### src/tcc_pkg.sv
// Constants, register map and carrier types for the timer compare/capture block
// Operation
// - Each compare value is compared with the counter; equality drives flag and waveform.
// - Compare writes stage the high byte in one shared 8-bit latch.
// - Capture reads return the high byte through the shared latch, same instant.
// - A qualifying capture event copies the counter; timer a may use comparator.
// - Capture used as top: capture flag sets when counter reaches top instead.
// - Mask bits: capture 5, match c 3, b 2, a 1, overflow 0.
// - Interrupt request needs flag set, mask bit set and global enable.
// - Flag bits: capture 5, match c 3, b 2, a 1, overflow 0; reset zero.
// - Bits 7, 6 and 4 of mask and flags are read-only zero.
// - Capture flag sets on pin capture event when capture is not top.
// - Match flag sets one timer cycle after counter equals compare value.
// - A forced match strobe never sets a match flag.
// - Each flag clears when its interrupt vector is executed.
// - Writing one clears a flag; writing zero leaves it.
// - Overflow flag follows the counter core's overflow event per waveform mode.
// - Mask and flag layouts are identical for both timers.
// - Forced match raises no interrupt and does not clear the counter.
package tcc_pkg;

  localparam int NUM_TIMERS = 2;
  localparam int ADDR_W = 8;

  // Per-timer register offsets, timer i at base i*16
  localparam logic [3:0] OFS_CAP_LO = 4'h0;
  localparam logic [3:0] OFS_CAP_HI = 4'h1;
  localparam logic [3:0] OFS_CMP_LO = 4'h2;
  localparam logic [3:0] OFS_MASK = 4'h8;
  localparam logic [3:0] OFS_FLAGS = 4'h9;
  localparam logic [3:0] OFS_CTRL = 4'hA;
  localparam logic [3:0] OFS_FORCE = 4'hB;
  localparam logic [7:0] ADDR_EVT_STATUS = 8'h20;
  localparam logic [7:0] ADDR_EVT_MASK = 8'h21;

  // Mask and flag bit positions, shared by both timers
  localparam int BIT_OVF = 0;
  localparam int BIT_MATCH_A = 1;
  localparam int BIT_CAPTURE = 5;
  localparam logic [7:0] IRQ_BITS_USED = 8'h2F;
  localparam logic [7:0] FLAGS_RESET = 8'h00;
  localparam logic [7:0] MASK_RESET = 8'h00;
  localparam logic [15:0] VALUE_RESET = 16'h0000;

  // Control register: bit0 rising edge select, bit1 comparator source
  localparam int CTRL_EDGE_RISING = 0;
  localparam int CTRL_USE_COMPARATOR = 1;
  // Force register: bits 7, 6, 5 force match a, b, c
  localparam int FORCE_A_BIT = 7;

  // Waveform modes where the capture register is the top value
  localparam logic [3:0] WGM_CAP_TOP_0 = 4'h8;
  localparam logic [3:0] WGM_CAP_TOP_1 = 4'hA;
  localparam logic [3:0] WGM_CAP_TOP_2 = 4'hC;
  localparam logic [3:0] WGM_CAP_TOP_3 = 4'hE;

  typedef struct packed {
    logic [15:0] counter_value;
    logic tick;
    logic top_hit;
    logic overflow;
    logic [3:0] waveform_mode_bits;
  } tcc_core_t;

  typedef struct packed {
    logic [2:0] match;
    logic [2:0] force_match;
  } tcc_wave_t;

  typedef struct packed {
    logic [15:0] capture_value;
    logic [2:0][15:0] compare_value;
    logic [7:0] mask;
    logic [7:0] flags;
    logic [1:0] ctrl;
    logic [2:0] pend;
    logic [2:0] force_match;
    logic [2:0] pin_sync;
    logic pin_level;
  } tcc_timer_t;

  typedef struct packed {
    tcc_timer_t [NUM_TIMERS-1:0] t;
    logic [7:0] hold;
    logic [7:0] rdata;
    logic [2:0] comp_sync;
    logic comp_level;
    logic [NUM_TIMERS-1:0] evt;
    logic [NUM_TIMERS-1:0] evt_mask;
  } tcc_state_t;

endpackage : tcc_pkg

### src/tcc_timer16.sv
// Compare, capture and interrupt flag logic for the two 16-bit timers
//
// Chosen here: the register addresses and the strobed register port.
`timescale 1ns/1ps
module tcc_timer16 (
  input wire logic clock,
  input wire logic reset,
  input wire logic [tcc_pkg::ADDR_W-1:0] addr,
  input wire logic [7:0] wdata,
  input wire logic wr,
  input wire logic rd,
  output logic [7:0] rdata,
  input wire tcc_pkg::tcc_core_t [tcc_pkg::NUM_TIMERS-1:0] core,
  input wire logic [tcc_pkg::NUM_TIMERS-1:0] capture_pin,
  input wire logic comparator_out,
  input wire logic global_irq_enable,
  input wire logic [tcc_pkg::NUM_TIMERS-1:0][7:0] vector_ack,
  output tcc_pkg::tcc_wave_t [tcc_pkg::NUM_TIMERS-1:0] wave,
  output logic [tcc_pkg::NUM_TIMERS-1:0][7:0] irq_req,
  output logic irq
);
  import tcc_pkg::*;

  tcc_state_t s_r;
  tcc_state_t s_nxt;

  always_comb begin
    logic hit;
    logic [3:0] ofs;
    logic cap_top;
    logic src_agree;
    logic src_s3;
    logic src_level;
    logic cap_edge;
    logic [7:0] set_v;
    logic [7:0] clr_v;
    int ch;
    logic [NUM_TIMERS-1:0] evt_set;
    hit = 1'b0;
    ofs = addr[3:0];
    cap_top = 1'b0;
    src_agree = 1'b0;
    src_s3 = 1'b0;
    src_level = 1'b0;
    cap_edge = 1'b0;
    set_v = '0;
    clr_v = '0;
    ch = 0;
    evt_set = '0;
    s_nxt = s_r;
    s_nxt.rdata = 8'h00;
    // Comparator source, synchronised like a pin
    s_nxt.comp_sync = {s_r.comp_sync[1:0], comparator_out};
    if (s_r.comp_sync[1] == s_r.comp_sync[2]) begin
      s_nxt.comp_level = s_r.comp_sync[2];
    end
    for (int i = 0; i < NUM_TIMERS; i++) begin
      hit = (addr[7:4] == 4'(i));
      set_v = '0;
      s_nxt.t[i].force_match = 3'h0;
      s_nxt.t[i].pin_sync = {s_r.t[i].pin_sync[1:0], capture_pin[i]};
      // Modes that use the capture register as top disconnect the pin
      unique case (core[i].waveform_mode_bits)
        WGM_CAP_TOP_0: begin
          cap_top = 1'b1;
        end
        WGM_CAP_TOP_1: begin
          cap_top = 1'b1;
        end
        WGM_CAP_TOP_2: begin
          cap_top = 1'b1;
        end
        WGM_CAP_TOP_3: begin
          cap_top = 1'b1;
        end
        default: begin
          cap_top = 1'b0;
        end
      endcase
      // Edge counts once second and third stage agree on a new level
      if (i == 0 && s_r.t[i].ctrl[CTRL_USE_COMPARATOR]) begin
        src_agree = (s_r.comp_sync[1] == s_r.comp_sync[2]);
        src_s3 = s_r.comp_sync[2];
        src_level = s_r.comp_level;
      end else begin
        src_agree = (s_r.t[i].pin_sync[1] == s_r.t[i].pin_sync[2]);
        src_s3 = s_r.t[i].pin_sync[2];
        src_level = s_r.t[i].pin_level;
      end
      if (s_r.t[i].pin_sync[1] == s_r.t[i].pin_sync[2]) begin
        s_nxt.t[i].pin_level = s_r.t[i].pin_sync[2];
      end
      cap_edge = src_agree && (src_s3 != src_level) &&
                 (src_s3 == s_r.t[i].ctrl[CTRL_EDGE_RISING]);
      // Pin is disconnected while capture serves as top
      if (cap_edge && !cap_top) begin
        s_nxt.t[i].capture_value = core[i].counter_value;
        set_v[BIT_CAPTURE] = 1'b1;
      end
      if (cap_top && core[i].tick && core[i].top_hit) begin
        set_v[BIT_CAPTURE] = 1'b1;
      end
      // Match seen on one timer tick, flagged on the next
      for (int c = 0; c < 3; c++) begin
        if (core[i].tick) begin
          s_nxt.t[i].pend[c] =
            (core[i].counter_value == s_r.t[i].compare_value[c]);
          if (s_r.t[i].pend[c]) begin
            set_v[BIT_MATCH_A + c] = 1'b1;
          end
        end
      end
      if (core[i].tick && core[i].overflow) begin
        set_v[BIT_OVF] = 1'b1;
      end
      clr_v = vector_ack[i];
      if (wr && hit) begin
        unique case (ofs)
          OFS_CAP_LO: begin
            s_nxt.t[i].capture_value = {s_r.hold, wdata};
          end
          OFS_MASK: begin
            s_nxt.t[i].mask = wdata & IRQ_BITS_USED;
          end
          OFS_FLAGS: begin
            clr_v = clr_v | wdata;
          end
          OFS_CTRL: begin
            s_nxt.t[i].ctrl = wdata[1:0];
          end
          OFS_FORCE: begin
            // Goes to the waveform unit only: no flag, no counter clear
            for (int c = 0; c < 3; c++) begin
              s_nxt.t[i].force_match[c] = wdata[FORCE_A_BIT - c];
            end
          end
          default: begin
            if (ofs >= OFS_CMP_LO && ofs < OFS_MASK && !ofs[0]) begin
              ch = (int'(ofs) - int'(OFS_CMP_LO)) / 2;
              s_nxt.t[i].compare_value[ch] = {s_r.hold, wdata};
            end
          end
        endcase
      end
      // Hardware set wins over any same-cycle clear
      s_nxt.t[i].flags =
        ((s_r.t[i].flags & ~clr_v) | set_v) & IRQ_BITS_USED;
      evt_set[i] = (set_v != 8'h00);
      if (evt_set[i]) begin
        s_nxt.evt[i] = 1'b1;
      end
      if (rd && hit) begin
        unique case (ofs)
          OFS_CAP_LO: begin
            s_nxt.rdata = s_r.t[i].capture_value[7:0];
            s_nxt.hold = s_r.t[i].capture_value[15:8];
          end
          OFS_MASK: begin
            s_nxt.rdata = s_r.t[i].mask;
          end
          OFS_FLAGS: begin
            s_nxt.rdata = s_r.t[i].flags;
          end
          OFS_CTRL: begin
            s_nxt.rdata = {6'h00, s_r.t[i].ctrl};
          end
          default: begin
            if (ofs == OFS_CAP_HI) begin
              s_nxt.rdata = s_r.hold;
            end else if (ofs >= OFS_CMP_LO && ofs < OFS_MASK) begin
              ch = (int'(ofs) - int'(OFS_CMP_LO)) / 2;
              s_nxt.rdata = ofs[0] ? s_r.t[i].compare_value[ch][15:8] :
                                     s_r.t[i].compare_value[ch][7:0];
            end
          end
        endcase
      end
    end
    // Any high-byte write parks in the shared latch for the next low write
    // Only the 16-bit high-byte offsets feed the latch, not flags or force
    if (wr && addr[7:4] < 4'(NUM_TIMERS) && addr[0] && ofs < OFS_MASK) begin
      s_nxt.hold = wdata;
    end
    if (wr && addr == ADDR_EVT_MASK) begin
      s_nxt.evt_mask = wdata[NUM_TIMERS-1:0];
    end
    if (rd && addr == ADDR_EVT_MASK) begin
      s_nxt.rdata = 8'(s_r.evt_mask);
    end
    if (rd && addr == ADDR_EVT_STATUS) begin
      s_nxt.rdata = 8'(s_r.evt);
      // Events arriving this cycle survive the read clear
      s_nxt.evt = evt_set;
    end
  end

  always_ff @(posedge clock) begin
    if (reset) begin
      s_r <= '0;
      for (int i = 0; i < NUM_TIMERS; i++) begin
        s_r.t[i].flags <= FLAGS_RESET;
        s_r.t[i].mask <= MASK_RESET;
        s_r.t[i].capture_value <= VALUE_RESET;
      end
    end else begin
      s_r <= s_nxt;
    end
  end

  assign rdata = s_r.rdata;
  assign irq = |(s_r.evt & s_r.evt_mask);

  always_comb begin
    for (int i = 0; i < NUM_TIMERS; i++) begin
      wave[i].match = s_r.t[i].pend;
      wave[i].force_match = s_r.t[i].force_match;
      irq_req[i] = global_irq_enable ?
                   (s_r.t[i].flags & s_r.t[i].mask) : 8'h00;
    end
  end

endmodule : tcc_timer16

### config.mk
export PLATFORM = sky130hd
export DESIGN_NAME = tcc_timer16
export DESIGN_NICKNAME = d
export VERILOG_FILES = /design/src/tcc_pkg.sv /design/src/tcc_timer16.sv
export SDC_FILE = /design/constraint.sdc
export NUM_CORES = 1
export LEC_CHECK = 0
export ABC_AREA = 1
export BUFFER_PORTS_ARGS = -buffer_cell sky130_fd_sc_hd__buf_4
export CORE_MARGIN = 2
export CORE_UTILIZATION = 40
export DETAILED_ROUTE_END_ITERATION = 7
export GPL_TIMING_DRIVEN = 0
export PLACE_DENSITY = 0.63
export SYNTH_ARGS = -nofsm -noshare
export SYNTH_HDL_FRONTEND = slang
export SYNTH_SLANG_ARGS = --single-unit
### constraint.sdc
create_clock -name clock -period 3.65 [get_ports clock]
set_input_delay 0.5475 -clock clock [delete_from_list [all_inputs] [get_ports clock]]
set_output_delay 0.5475 -clock clock [all_outputs]
set_load 0.02 [all_outputs]
==> impl_metrics.tcl <==
set metrics [dict create \
    timing.final.crit_share_pct 95.2 \
    ys_warn_count 0 \
    viasPerCell 5.64 \
    powerDensity_nw_per_um2 377 \
    cts_hold_buf 0 \
    grt_start_max_net_pins 22 \
    fin_nets 1721 \
    place_ws_ns -0.661 \
    drive_gt1_share_pct 14.4 \
    synthArstFlopShare_pct 0 \
    min_period_ns 3.48 \
    track_usage_pct 29.8 \
    htree_levels 4 \
    tightest_slew_ns 0.966 \
    syn_to_final_growth_pct 18.0 \
    fp.dieH_um 165 \
    r2r-start "s_r[34]" \
    hold_depth 3 \
    max-vdd-ir-drop_v 0.000328 \
    cp.arrival_ns 3.84 \
    rr_endpoint "s_r[107]" \
    crit_path_max_fanout 10 \
    synth_edf_count 0 \
    start_util_pct 40.4 \
    r2r_setup_slack_ns 1.48 \
    ys_types 47 \
    seq_area_frac_synth_pct 37.6 \
    fin_skew_ns 0.0164 \
    post_drt_wl_per_cell_um 20.7 \
    ys_seq_elements 196 \
    maxCapViolCount 0 \
    run_status "finished, final reports clean" \
    cp-end-kind "flop" \
    power.static_leakage_nw 5.25 \
    coreArea_um2 25800 \
    synth_area_leaders "dfxtp_1, a21oi_1, nand2_1" \
    clockBufferDepth 2 \
    num_rows 59 \
    cts_made_buffers 17 \
    hp-class "in -> reg" \
    fin_util_pct 47.6 \
    cp.required_ns 4.02 \
    grt_overflow 0 \
    cts_root_buf "clkbuf_16" \
    fmax_mhz 288 \
    firstDrtPassIters 5 \
    drtIter0Drc 1338 \
    drv_slew 0 \
    port_buffers 105 \
    setup_ws_ns 0.174 \
    syn_inst 1496 \
    grt_pass1_wl_um 60000 \
    cts_num_sinks 196 \
    synth_top_cell_by_area "dfxtp_1" \
    synth_top_area_share_pct 37.6 \
    syn_area_per_cell_um2 6.97 \
    place_congestion 0.973 \
    rsz0062_at_grt "false" \
    netlist_area_um2 10400 \
    die-width_um 165 \
    critPathKind "in -> reg" \
    setup_violations 0 \
    diodes 0 \
    clkTransAtPathRegs_ns 0.09 \
    worstSkewPairLatency_ns 0.45 \
    place_hpwl_um 31400 \
    drc 0 \
    grt_pass1_vias 10200 \
    cts_tree "yes" \
    die-area_um2 27400 \
    power_mw 4.64 \
    ys.flop_type "dfxtp_1" \
    io-pin-count 123 \
    worst_r2r_path_depth 10 \
    finalWirelength_um 40900 \
    report.final.hold_viol_count 0 \
    start_kind "input port" \
    n_fill_cell 2699 \
    timing.slew.headroom_pct 33.9 \
    drtAntennaViolNets 0 \
    holdPathEnd "s_nxt[118]" \
    antenna_found_initial 1 \
    hp-start "capture_pin[1]" \
    num_vias 11100 \
]
-- critical path: stages --
cell and delay [ns]:
buf_4 0.13, nor2_2 0.18, nand2_2 0.12, nor2_2 0.13, buf_4 0.21, ha_1 0.19, ha_1 0.35, nor2_4 0.33
inv_1 0.27, nor4_1 0.48, nand2_2 0.28, clkinv_2 0.19, buf_6 0.18, o21ai_1 0.07, a21oi_1 0.17
-- worst max-delay path by stage --
stage	from	to
finish	addr[2]	flop
global route	addr[2]	flop
CTS	addr[2]	flop
detailed placement	addr[2]	flop
global placement	addr[2]	flop
floorplan	addr[2]	flop
-- what timing repair did --
item | 4_1_cts | 5_1_grt
endpoints found under the setup margin | 31 | 99
endpoints found under the hold margin | 0 | 0
pin swaps | 0 | 1
gates resized for setup | 5 | 11
setup buffers | 0 | 1
-- power by group --
group	internal, mW	switching (mW)	total (mW)
Clock	0.933	1.01	1.95
Sequential	2.15	0.0105	2.16
Combinational	0.166	0.372	0.538
-- cell usage in the layout, fill, tap and decap left out, types with 15 or more instances in the layout --
| master | Yosys | routed |
|---|---|---|
| nand3_1 | 59 | 59 |
| o21ai_1 | 42 | 42 |
| xor2_1 | 23 | 23 |
| dfxtp_1 | 196 | 196 |
| clkbuf_16 | 0 | 17 |
| o21ai_0 | 185 | 185 |
| a21oi_1 | 200 | 200 |
| nor3_1 | 15 | 15 |
| clkbuf_1 | 45 | 41 |
| o22ai_1 | 28 | 28 |
| inv_1 | 176 | 176 |
| nand2_1 | 253 | 251 |
| o211ai_1 | 21 | 21 |
| xnor2_1 | 22 | 22 |
| nor2_1 | 64 | 61 |
| buf_4 | 31 | 138 |
-- per-stage QoR --
step                      hold WS [ns]  cells  setup TNS, ns  instance area, µm²
after floorplan                  0.388   1501              0               10500
after detailed placement         0.400   1941         -44.13               11700
final                            0.300   1974              0               12300
after global routing             0.289   1974              0               12300
after global placement           0.394   1941         -40.49               11700
after CTS                        0.299   1973              0               12300
-- layer usage --
layer  routed length, µm  track usage, %  vias up
li1                    -               -     5283
met1               17000            39.9     5156
met2               18200            46.4      592
met3                4060            6.19       94
met4                1630            12.7        0
met5                   0               0        -
-- cells in the mapped netlist (2+ instances only) --
cell and count:
or2_2 2, xnor2_1 22, a31oi_1 10, inv_1 176
buf_2 11, o2111ai_1 11, dfxtp_1 196, nor3_1 15
nor2_4 4, nor2_1 64, nand2_2 7, or2_1 3
nor4_1 11, o221ai_1 5, ha_1 9, a21oi_2 6
o22ai_1 28, clkinv_2 2, nor2_2 5, o21ai_1 42
clkbuf_1 45, a22oi_1 2, nor3_4 2, xor2_1 23
mux2_2 4, buf_4 31, buf_6 2, nand2_1 253
o211ai_1 21, nand4_1 8, o21ai_0 185, clkinv_1 2
nand3_1 59, a21oi_1 200, inv_2 11, a221oi_1 8
-- cell families (layout without fill, tap and decap cells) --
group	after synthesis	in the layout	synth area share (%)
multiplexers	4	4	0.432
XOR/XNOR	45	45	3.78
buffers and inverters	281	419	11.5
AO/OA/AOI/OAI	524	524	27.4
adder cells (fa/ha/maj)	9	9	1.08
other	1	6	0.0359
AND/OR/NAND/NOR	436	436	18.1
flip-flops	196	196	37.6
-- final cells by class --
class | count | area [µm²] | share of cell area (%)
multi-input combinational | 1024 | 5350 | 43.4
sequential | 196 | 3920 | 31.9
timing repair buffer | 106 | 796 | 6.47
inverter | 191 | 724 | 5.89
buffer | 90 | 490 | 3.99
clock buffer | 17 | 425 | 3.46
tap | 335 | 419 | 3.41
clock inverter | 15 | 180 | 1.46
(Power assumes the default switching activity.)
